[src/rtl/sps_pkg.sv]
// Constants and state types of the synchronous serial port in SPI mode
package sps_pkg;

  // ----------------------------------------------------------------
  // Control and configuration field positions
  // ----------------------------------------------------------------
  localparam int CTL_EN_BIT   = 5;
  localparam int CTL_CKP_BIT  = 4;
  localparam int CTL_MODE_HI  = 3;
  localparam int CTL_MODE_LO  = 0;
  localparam int STAT_SMP_BIT = 7;
  localparam int STAT_CKE_BIT = 6;

  // ----------------------------------------------------------------
  // Port mode codes
  // ----------------------------------------------------------------
  localparam logic [3:0] MODE_MST_DIV4  = 4'h0;
  localparam logic [3:0] MODE_MST_DIV16 = 4'h1;
  localparam logic [3:0] MODE_MST_DIV64 = 4'h2;
  localparam logic [3:0] MODE_MST_TMR2  = 4'h3;
  localparam logic [3:0] MODE_SLV_SS    = 4'h4;
  localparam logic [3:0] MODE_SLV_NOSS  = 4'h5;

  // ----------------------------------------------------------------
  // Shift and timing constants
  // ----------------------------------------------------------------
  localparam int         BYTE_BITS  = 8;
  localparam logic [3:0] BIT_LAST   = 4'h7;
  localparam logic [3:0] PH_LAST    = 4'hf;
  localparam logic [4:0] HALF_DIV4  = 5'h01;
  localparam logic [4:0] HALF_DIV16 = 5'h04;
  localparam logic [4:0] HALF_DIV64 = 5'h10;

  // ----------------------------------------------------------------
  // State types
  // ----------------------------------------------------------------
  typedef enum logic {
    SPS_IDLE,
    SPS_MRUN
  } sps_state_e;

  typedef struct packed {
    sps_state_e st;
    logic [7:0] sh;
    logic [7:0] rxb;
    logic       bf;
    logic       write_collision_flag;
    logic       irqf;
    logic       irq;
    logic       wake;
    logic       busy;
    logic [3:0] cnt;
    logic       samp;
    logic       pend;
    logic [3:0] ph;
    logic [4:0] div;
    logic       sck_prev;
    logic       sck_o;
    logic       sck_oe_n;
    logic       sdo_o;
    logic       sdo_oe_n;
  } sps_port_s;

  typedef struct packed {
    logic s1;
    logic s2;
  } sps_sync_s;

endpackage

[src/rtl/sps_spi_port.sv]
// SPI-mode engine of the synchronous serial port
`timescale 1ns/1ps
`default_nettype none

// Contract
// - One shift register moves each byte, most significant bit first.
// - After 8 bits, copy byte to buffer, set buffer-full and port flag.
// - Next byte may shift in before the previous byte is read.
// - Buffer write during a transfer is dropped and sets write collision.
// - Write collision stays set until software clears it.
// - Reading the buffer clears buffer-full.
// - Shift register is reachable only through the buffer.
// - Enable bit connects pins; reconfigure by disable, rewrite, enable.
// - Serial input automatic; output and clock follow direction bits.
// - Shift out on programmed edge, capture on opposite; same idle polarity.
// - Master buffer write starts an 8-bit transfer with generated clock.
// - Master with output disabled still receives and flags each byte.
// - Polarity bit sets clock idle level in master and slave.
// - Master bit clock is Fosc/4, Fosc/16, Fosc/64 or timer-2/2.
// - With edge select 1, output data is valid before first edge.
// - Slave shifts on external clock; flag on last captured bit.
// - Select-controlled slave: select low enables transfer and drives output.
// - Select high floats the output at once, even mid-byte.
// - Select high or enable cleared resets module and bit counter.
// - Master in sleep freezes the transfer and resumes after wake.
// - Slave runs in sleep; completed byte flags and wakes if enabled.
// - Device reset disables the port and aborts any transfer; while reset is held, the clock and output pins are driven low.
// - Sample phase bit picks middle or end of data output time.
// - Mode, polarity, enable in control low six; phase, edge in status top.
module sps_spi_port (
  input  wire logic       mclk_in,
  input  wire logic       rst_in,
  input  wire logic [5:0] port_control_reg_in,
  input  wire logic [7:6] port_status_reg_in,
  input  wire logic       sdo_direction_in,
  input  wire logic       sck_direction_in,
  input  wire logic       buf_wr_in,
  input  wire logic [7:0] buf_wdata_in,
  input  wire logic       buf_rd_in,
  input  wire logic       write_collision_flag_clear_in,
  input  wire logic       irq_flag_clear_in,
  input  wire logic       irq_enable_in,
  input  wire logic       sleep_in,
  input  wire logic       timer2_tick_in,
  input  wire logic       spi_sck_in,
  input  wire logic       serial_in_pin_in,
  input  wire logic       slave_select_n_in,
  output logic [7:0]      buf_rdata_out,
  output logic            rx_buffer_full_out,
  output logic            write_collision_flag_out,
  output logic            serial_port_irq_flag_out,
  output logic            irq_req_out,
  output logic            wake_out,
  output logic            busy_out,
  output logic            spi_sck_out,
  output logic            spi_sck_oe_n_out,
  output logic            serial_out_pin_out,
  output logic            serial_out_pin_oe_n_out
);

  // ----------------------------------------------------------------
  // Pin synchronisers
  // ----------------------------------------------------------------
  logic sck_s;
  logic sdi_s;
  logic ss_n_s;

  sps_sync2 u_sync_sck (
    .mclk_in  (mclk_in),
    .rst_in   (rst_in),
    .async_in (spi_sck_in),
    .sync_out (sck_s)
  );

  sps_sync2 u_sync_sdi (
    .mclk_in  (mclk_in),
    .rst_in   (rst_in),
    .async_in (serial_in_pin_in),
    .sync_out (sdi_s)
  );

  sps_sync2 u_sync_ss (
    .mclk_in  (mclk_in),
    .rst_in   (rst_in),
    .async_in (slave_select_n_in),
    .sync_out (ss_n_s)
  );

  // ----------------------------------------------------------------
  // Configuration decode
  // ----------------------------------------------------------------
  logic       en;
  logic       cpol;
  logic       cke;
  logic       input_sample_phase;
  logic [3:0] mode;
  logic       master;
  logic       slave;
  logic       ss_mode;

  assign en      = port_control_reg_in[sps_pkg::CTL_EN_BIT];
  assign cpol    = port_control_reg_in[sps_pkg::CTL_CKP_BIT];
  assign mode    = port_control_reg_in[sps_pkg::CTL_MODE_HI:sps_pkg::CTL_MODE_LO];
  assign input_sample_phase     = port_status_reg_in[sps_pkg::STAT_SMP_BIT];
  assign cke     = port_status_reg_in[sps_pkg::STAT_CKE_BIT];
  assign master  = (mode <= sps_pkg::MODE_MST_TMR2);
  assign slave   = (mode == sps_pkg::MODE_SLV_SS) || (mode == sps_pkg::MODE_SLV_NOSS);
  assign ss_mode = (mode == sps_pkg::MODE_SLV_SS);

  // ----------------------------------------------------------------
  // State
  // ----------------------------------------------------------------
  sps_pkg::sps_port_s q;
  sps_pkg::sps_port_s d;
  logic               cap;
  logic               shf;
  logic               tick;
  logic               done;
  logic               lead;
  logic               trail;
  logic [4:0]         half;

  always_comb begin
    d     = q;
    cap   = 1'b0;
    shf   = 1'b0;
    tick  = 1'b0;
    done  = 1'b0;
    lead  = 1'b0;
    trail = 1'b0;
    half  = sps_pkg::HALF_DIV4;
    d.sck_prev = sck_s;

    // Software clears, overridden below by hardware sets
    if (buf_rd_in) begin
      d.bf = 1'b0;
    end
    if (write_collision_flag_clear_in) begin
      d.write_collision_flag = 1'b0;
    end
    if (irq_flag_clear_in) begin
      d.irqf = 1'b0;
    end

    case (mode)
      sps_pkg::MODE_MST_DIV16: half = sps_pkg::HALF_DIV16;
      sps_pkg::MODE_MST_DIV64: half = sps_pkg::HALF_DIV64;
      default:                 half = sps_pkg::HALF_DIV4;
    endcase

    if (!en || (ss_mode && ss_n_s)) begin
      d.st   = sps_pkg::SPS_IDLE;
      d.cnt  = '0;
      d.pend = 1'b0;
      d.ph   = '0;
      d.div  = '0;
      if (en && buf_wr_in) begin
        d.sh = buf_wdata_in;
      end
    end else if (master) begin
      if ((q.st == sps_pkg::SPS_MRUN) && !sleep_in) begin
        if (mode == sps_pkg::MODE_MST_TMR2) begin
          tick = timer2_tick_in;
        end else begin
          tick  = (q.div == half - 5'h01);
          d.div = tick ? 5'h00 : q.div + 5'h01;
        end
        if (tick) begin
          shf  = q.ph[0];
          cap  = input_sample_phase ? q.ph[0] : !q.ph[0];
          d.ph = q.ph + 4'h1;
          if (q.ph == sps_pkg::PH_LAST) begin
            d.st = sps_pkg::SPS_IDLE;
          end
        end
      end
      if (buf_wr_in) begin
        if (q.st == sps_pkg::SPS_MRUN) begin
          d.write_collision_flag = 1'b1;
        end else begin
          d.sh   = buf_wdata_in;
          d.st   = sps_pkg::SPS_MRUN;
          d.ph   = '0;
          d.div  = '0;
          d.cnt  = '0;
          d.pend = 1'b0;
        end
      end
    end else if (slave) begin
      lead  = (sck_s != q.sck_prev) && (sck_s != cpol);
      trail = (sck_s != q.sck_prev) && (sck_s == cpol);
      cap   = cke ? lead : trail;
      shf   = cke ? trail : lead;
      if (buf_wr_in) begin
        if ((q.cnt != 4'h0) || q.pend || cap) begin
          d.write_collision_flag = 1'b1;
        end else begin
          d.sh = buf_wdata_in;
        end
      end
    end

    // Common capture and shift path
    if (cap) begin
      if (q.cnt == sps_pkg::BIT_LAST) begin
        done   = 1'b1;
        d.rxb  = {q.sh[6:0], sdi_s};
        d.bf   = 1'b1;
        d.irqf = 1'b1;
        d.cnt  = '0;
        if (shf || slave) begin
          d.sh   = {q.sh[6:0], sdi_s};
          d.pend = 1'b0;
        end else begin
          d.samp = sdi_s;
          d.pend = 1'b1;
        end
      end else if (shf) begin
        d.sh  = {q.sh[6:0], sdi_s};
        d.cnt = q.cnt + 4'h1;
      end else begin
        d.samp = sdi_s;
        d.pend = 1'b1;
        d.cnt  = q.cnt + 4'h1;
      end
    end else if (shf && q.pend) begin
      d.sh   = {q.sh[6:0], q.samp};
      d.pend = 1'b0;
    end

    // Pin drive
    d.sdo_o    = d.sh[7];
    d.sdo_oe_n = !(en && !sdo_direction_in && (!ss_mode || !ss_n_s));
    d.sck_oe_n = !(en && master && !sck_direction_in);
    if (master && (d.st == sps_pkg::SPS_MRUN)) begin
      d.sck_o = cpol ^ (cke ? d.ph[0] : !d.ph[0]);
    end else begin
      d.sck_o = cpol;
    end

    d.busy = (d.st == sps_pkg::SPS_MRUN) || (d.cnt != 4'h0) || d.pend;
    d.irq  = d.irqf && irq_enable_in;
    d.wake = d.irq && sleep_in;
  end

  always_ff @(posedge mclk_in) begin
    if (rst_in) begin
      q <= '0;
    end else begin
      q <= d;
    end
  end

  // ----------------------------------------------------------------
  // Outputs
  // ----------------------------------------------------------------
  assign buf_rdata_out            = q.rxb;
  assign rx_buffer_full_out       = q.bf;
  assign write_collision_flag_out = q.write_collision_flag;
  assign serial_port_irq_flag_out = q.irqf;
  assign irq_req_out              = q.irq;
  assign wake_out                 = q.wake;
  assign busy_out                 = q.busy;
  assign spi_sck_out              = q.sck_o;
  assign spi_sck_oe_n_out         = q.sck_oe_n;
  assign serial_out_pin_out       = q.sdo_o;
  assign serial_out_pin_oe_n_out  = q.sdo_oe_n;
endmodule

`default_nettype wire

[src/rtl/sps_sync2.sv]
// Two flip-flop synchroniser for one asynchronous pin
`timescale 1ns/1ps
`default_nettype none

module sps_sync2 (
  input  wire logic mclk_in,
  input  wire logic rst_in,
  input  wire logic async_in,
  output logic      sync_out
);

  sps_pkg::sps_sync_s q;
  sps_pkg::sps_sync_s d;

  always_comb begin
    d    = q;
    d.s1 = async_in;
    d.s2 = q.s1;
  end

  always_ff @(posedge mclk_in) begin
    if (rst_in) begin
      q <= '0;
    end else begin
      q <= d;
    end
  end

  assign sync_out = q.s2;

endmodule

`default_nettype wire

[config.mk]
export PLATFORM = sky130hd
export DESIGN_NAME = sps_spi_port
export DESIGN_NICKNAME = d
export VERILOG_FILES = /design/src/rtl/sps_pkg.sv /design/src/rtl/sps_spi_port.sv /design/src/rtl/sps_sync2.sv
export SDC_FILE = /design/constraint.sdc
export NUM_CORES = 1
export LEC_CHECK = 0
export BUFFER_PORTS_ARGS = -buffer_cell sky130_fd_sc_hd__clkbuf_2
export CAP_MARGIN = 15
export CORE_MARGIN = 4
export CORE_UTILIZATION = 40
export CTS_CLUSTER_SIZE = 8
export DETAILED_ROUTE_END_ITERATION = 7
export PLACE_DENSITY = 0.62
export REMOVE_ABC_BUFFERS = 1
export SETUP_SLACK_MARGIN = 0.3
export SYNTH_ARGS = -nofsm -noshare
export SYNTH_HDL_FRONTEND = slang
export SYNTH_HIERARCHICAL = 1
export SYNTH_SLANG_ARGS = --single-unit
[constraint.sdc]
create_clock -name mclk_in -period 3.53 [get_ports mclk_in]
set_input_delay 0.1765 -clock mclk_in [delete_from_list [all_inputs] [get_ports mclk_in]]
set_output_delay 0.1765 -clock mclk_in [all_outputs]
set_load 0.005 [all_outputs]
==> Word-level counts from Yosys, hierarchy flattened <==
Index checks and enable logic that the tools add are counted.
{ "classes": {"add_sub_neg": 4, "order_cmp": 1, "n_eq_ne": 13, "muxes": 70, "bitwise_logic": 1, "n_reduce_logical": 36} }
{ "ops": {"columns": ["op", "n"], "rows": [
  ["two-way mux 8 bit", 10],
  ["two-way mux 1 bit", 41],
  ["two-way mux 10 bit", 4],
  ["two-way mux 9 bit", 4],
  ["two-way mux 4 bit", 5],
  ["two-way mux 5 bit", 3],
  ["logical AND 1 bit", 13],
  ["== test 4 x 3 -> 1 bit, second input constant", 3],
  ["logical NOT 1 bit", 10],
  ["one-hot mux 5 bit (2 select lines)", 1],
  ["adder 4 x 1 -> 4 bit, second input constant", 2],
  ["== test 4 x 2 -> 1 bit, second input constant", 2],
  ["logical OR 1 bit", 8],
  ["nonzero test 4 bit", 2],
  ["two-way mux 6 bit", 1],
  ["adder 5 x 1 -> 5 bit, second input constant", 1],
  ["== test 5 bit", 1],
  ["subtractor 5 x 1 -> 5 bit, second input constant", 1],
  ["== test 4 x 1 -> 1 bit, second input constant", 1],
  ["== test 4 bit, second input constant", 1],
  ["<= comparator 4 x 2 -> 1 bit, second input constant", 1],
  ["AND reduction 3 bit", 1],
  ["two-way mux 2 bit", 1],
  ["!= test 1 bit", 2],
  ["6 further kinds", 6]
]} }
{ "word_totals": {"reg_bits": 49, "out_inout_bits": 18} }

==> Depth between registers and ports, before layout <==
{ "logic_depth": {"ltp_word": 20, "ltp_mapped": 13} }

==> Modules after synthesis <==
The synthesis kept the hierarchy.
{ "by_module_without_submodules": {"columns": ["module", "instances", "cells_per_inst", "area_per_inst_um2"], "rows": [
  ["sps_spi_port", 1, 271, 2294.7],
  ["sps_sync2", 3, 4, 52.6]
]} }

==> Worst setup path after synthesis <==
No wires, ideal clock.
{ "synth_path": {"path_type": "in2reg", "start": "input port port_control_reg_in[3]", "end": "register q, in the netlist spi_sck_out", "setup_time_ns": 0.121, "arrival_time_ns": 2.345, "required_ns": 3.409, "setup_slack_ns": 1.065, "stages": 12, "cell_sequence": "or2_1 > buf_6 > o21a_1 > o21ai_0 > nand2_1 > ha_1 > mux2i_1 > or3_1 > xnor2_1 > nor4_1 > o21ai_0 > mux2_2"} }
{ "synth_between": {"elab_chain_cells": 18} }
{ "synth_rtl": {"columns": ["item", "line_no", "text"], "rows": [
  ["start: declaration", "sps_spi_port.sv:33", "input wire logic [5:0] port_control_reg_in,"],
  ["== test 4 x 2 -> 1 bit / == test 4 x 1 -> 1 bit (equally long branches)", "sps_spi_port.sv:145", "case (mode)"],
  ["one-hot mux 5 bit (2 select lines)", "sps_spi_port.sv:145", null],
  ["subtractor 5 x 1 -> 5 bit", "sps_spi_port.sv:165", "tick = (q.div == half - 5'h01);"],
  ["== test 5 bit", "sps_spi_port.sv:165", null],
  ["two-way mux 1 bit", "sps_spi_port.sv:162", "if (mode == sps_pkg::MODE_MST_TMR2) begin"],
  ["two-way mux 1 bit", "sps_spi_port.sv:161", "if ((q.st == sps_pkg::SPS_MRUN) && !sleep_in) begin"],
  ["two-way mux 1 bit", "sps_spi_port.sv:160", "end else if (master) begin"],
  ["two-way mux 1 bit", "sps_spi_port.sv:151", "if (!en || (ss_mode && ss_n_s)) begin"],
  ["[... 2 more ...]", null, null],
  ["two-way mux 10 bit", "sps_spi_port.sv:178", "if (q.st == sps_pkg::SPS_MRUN) begin"],
  ["two-way mux 10 bit", "sps_spi_port.sv:177", "if (buf_wr_in) begin"],
  ["two-way mux 10 bit", "sps_spi_port.sv:160", null],
  ["two-way mux 10 bit", "sps_spi_port.sv:151", null],
  ["logical NOT 1 bit", "sps_spi_port.sv:236", "d.sck_o = cpol ^ (cke ? d.ph[0] : !d.ph[0]);"],
  ["two-way mux 1 bit", "sps_spi_port.sv:236", null],
  ["bitwise XOR 1 bit", "sps_spi_port.sv:236", null],
  ["two-way mux 1 bit (*)", "sps_spi_port.sv:235", "if (master && (d.st == sps_pkg::SPS_MRUN)) begin"],
  ["end signal: assignment", "sps_spi_port.sv:248", "q <= '0;"],
  ["end signal: assignment", "sps_spi_port.sv:250", "q <= d;"],
  ["end: declaration", "sps_spi_port.sv:113", "sps_pkg::sps_port_s q;"]
]} }
Every way passes the cells marked *; elsewhere a longest branch is shown, timed or not. The select of a mux whose other input is x is not followed.
A chain may end at the register's enable or synchronous reset.

==> Final worst setup path <==
Ends and elaborated chain as after synthesis.

==> impl_metrics.yaml <==
place:
  gp_congestion: 0.8933
  numPortBuffers: 47
  dp_hpwl_um: 4070
  pre_cts_ws_ns: 0.6680
run_status:
  outcome: "completed"
route:
  drcViolationCount: 0
  wire_per_inst_um: 13.75
  detail-route-antenna-nets: 0
  vias: 2113
  wl_um: 5473
  viasPerCell: 5.309
  firstDrtPassIters: 5
  drtIter0Drc: 109
synthesis:
  synth-xor-area-share_pct: 2.143
  yosys_warnings: 6
  synth_ff_type: "dfxtp_1"
  syn-cell-area_sq_um: 2452
  ys_top_cells_by_count: "dfxtp_1 (48), nor2_1 (41), mux2i_1 (20), a21oi_1 (17), nand2_1 (17)"
  synth_compound_area_share_pct: 16.48
  synthAdderAreaFrac_pct: 2.551
  synth_seq_cells: 48
  synth_top_family_by_area: "simple AND/OR/NAND/NOR gates"
  synth_area_leaders: "dfxtp_1 (39%), mux2i_1 (8.2%), nor2_1 (6.3%)"
  synth_simple_gate_area_share_pct: 24.69
  ys_seq_area_share_pct: 39.18
  syn_avg_cell_area_sq_um: 8.666
  synth_top_area_share_pct: 39.18
  yosys.area.top_type: "dfxtp_1"
  async_flop_share_pct: 0
  synth_most_common_cell: "dfxtp_1"
  synthMuxAreaShare_pct: 9.082
  syn_inst: 283
  synth_edf_count: 0
  synth.distinct_cells: 54
sta:
  drv_slew: 0
  clock_skew_ns: 0.01092
  period_needed_ns: 2.576
  setup_viol: 0
  layout_setup_ws_ns: 0.9542
  hold_viol_final: 0
  relSlewSlack_pct: 55.76
  grt_setup_unrepaired: "false"
  fin_tns_setup_ns: 0
  worst_slew_pin_slew_ns: 0.6567
  fin_crit_sh_pct: 72.97
  fmax_mhz: 388.2
finish:
  layout.nets: 357
  antennaDiodeCount: 0
  drive_gt1_share_pct: 21.98
  area_growth_syn_to_layout_pct: 14.39
  nFillCells: 598
global_route:
  grt_pass1_wl_um: 9287
  grt_pass1_vias: 1923
  grtUsageTotal_pct: 15.55
  grt_max_degree: 27
  overflow: 0
  grt_antenna_before_repair: 0
worst_setup_path:
  endpoint_kind: "flip-flop"
  cp_max_fo: 9
  crit_arrival_ns: 2.77
  worst_setup_path_start_kind: "input pin"
  required_ns: 3.73
  r2r_slack_ns: 0.97
  criticalPathCategory: "input pin to flip-flop"
clocking:
  max-clock-path-buffers: 2
  hold_buffers: 0
  numCtsBuffers: 5
  cts_resized: 0
  cts-htree-levels: 2
  clock_latency_ns: 0.31
  clockRootBuffer: "clkbuf_8"
  post_cts_buffers: 0
  clkTransAtPathRegs_ns: 0.09
  cts_tree: "yes"
  cts_sinks: 48
floorplanning:
  io-pin-count: 48
  dieWidth_um: 86.30
  core_area_sq_um: 5921
  dieArea_sq_um: 7448
  rows: 28
  initial_utilization_pct: 41.42
  die_y_um: 86.30
run:
  drv_cap: 0
power:
  peakVddDrop_uv: 224.2
  p_leak_nw: 1.087
  powerDensity_nw_per_um2: 382.9
min_path:
  hp-class: "input pin to flip-flop"
-- critical path, stage by stage --
cell and delay (ns):
clkbuf_2 0.13, or2_1 0.39, o21a_1 0.28, o21ai_0 0.23
nand2_1 0.13, ha_1 0.29, mux2i_1 0.05, or3_1 0.37
xnor2_1 0.14, nor4_1 0.15, o21ai_0 0.14, mux2_2 0.28
-- flip-flops by register name, summed over array words and instances, names as in the netlist --
register and count:
spi_sck_out 1, u_sync_ss/d 1, busy_out 1, u_sync_ss/sync_out 1
wake_out 1, buf_rdata_out 8, u_sync_sck/d 1, serial_out_pin_oe_n_out 1
u_sync_sdi/d 1, q 25, write_collision_flag_out 1, irq_req_out 1
u_sync_sck/sync_out 1, u_sync_sdi/sync_out 1, spi_sck_oe_n_out 1, serial_port_irq_flag_out 1
rx_buffer_full_out 1
-- cell families (layout without fill, tap and decap cells) --
kind of cell | Yosys count | after routing
simple gates | 115 | 115
compound gates | 61 | 61
flops | 48 | 48
buf+inv | 26 | 66
mux | 22 | 22
xor+xnor | 6 | 6
fa+ha+maj | 5 | 5
-- placed cells by master, fill, tap and decap left out, types with 2 or more instances in the layout --
| cell type | synthesis | layout |
|---|---|---|
| dfxtp_1 | 48 | 48 |
| clkbuf_2 | 0 | 47 |
| nor2_1 | 41 | 41 |
| mux2i_1 | 20 | 20 |
| nand2_1 | 17 | 17 |
| a21oi_1 | 17 | 17 |
| o21ai_0 | 13 | 13 |
| nor2b_1 | 13 | 13 |
| inv_1 | 8 | 8 |
| nor3_1 | 7 | 7 |
| a211oi_1 | 7 | 7 |
| nand3_1 | 5 | 5 |
| ha_1 | 5 | 5 |
| clkbuf_8 | 0 | 5 |
| nor3b_1 | 4 | 4 |
| xor2_1 | 4 | 4 |
| nand2b_1 | 4 | 4 |
| nand4_1 | 4 | 4 |
| a31oi_1 | 4 | 4 |
| or3_1 | 3 | 3 |
| and3_1 | 3 | 3 |
| buf_4 | 8 | 3 |
| xnor2_1 | 2 | 2 |
| o21a_1 | 2 | 2 |
| or2_2 | 2 | 2 |
| or3b_2 | 2 | 2 |
| nor4b_1 | 2 | 2 |
| a311oi_1 | 2 | 2 |
| mux2_2 | 2 | 2 |
-- routing by layer --
layer / wire length (um) / vias up / track usage [%]
met5: 0 / - / 0
met4: 99 / 0 / 5.382
met3: 257 / 9 / 3.707
met2: 2384 / 48 / 23.27
met1: 2731 / 985 / 21.92
li1: - / 1071 / -
-- final cells by class --
class	count	area, sq um	share of cell area, %
timing repair buffer	50	257.7	9.188
clock buffer	5	68.82	2.453
clock inverter	3	46.29	1.650
multi-input combinational	209	1348	48.04
inverter	8	30.03	1.070
sequential	48	960.9	34.26
tap	75	93.84	3.345
-- power breakdown --
| group | total, W | switching (W) | internal (W) |
|---|---|---|---|
| Clock | 0.000412 | 0.000199 | 0.000214 |
| Combinational | 0.000101 | 0.0000582 | 0.0000433 |
| Sequential | 0.000560 | 0.00000681 | 0.000553 |
-- worst paths after layout --
path	start	endpoint	cells past startpoint
max	port_control_reg_in[3]	spi_sck_out	12
min	slave_select_n_in	u_sync_ss/d[0]	2
max reg2reg	q[9]	spi_sck_out	11
min reg2reg	u_sync_sdi/d[0]	u_sync_sdi/sync_out	1
-- stage by stage --
stage / instance area [sq um] / hold slack (ns) / utilization (%) / total power (W) / instances
2_1_floorplan: 2338 / 0.2456 / - / 0.0006265 / 265
3_3_place_gp: 2690 / 0.3873 / 45.44 / 0.0006729 / 390
3_5_place_dp: 2690 / 0.3906 / 45.44 / 0.0006743 / 390
4_1_cts: 2805 / 0.07117 / 47.38 / 0.001084 / 398
5_1_grt: 2805 / 0.07482 / 47.38 / 0.001122 / 398
6_report: 2805 / 0.08185 / 47.38 / 0.001074 / 398
Note: power is estimated with default switching activity, not from simulation.
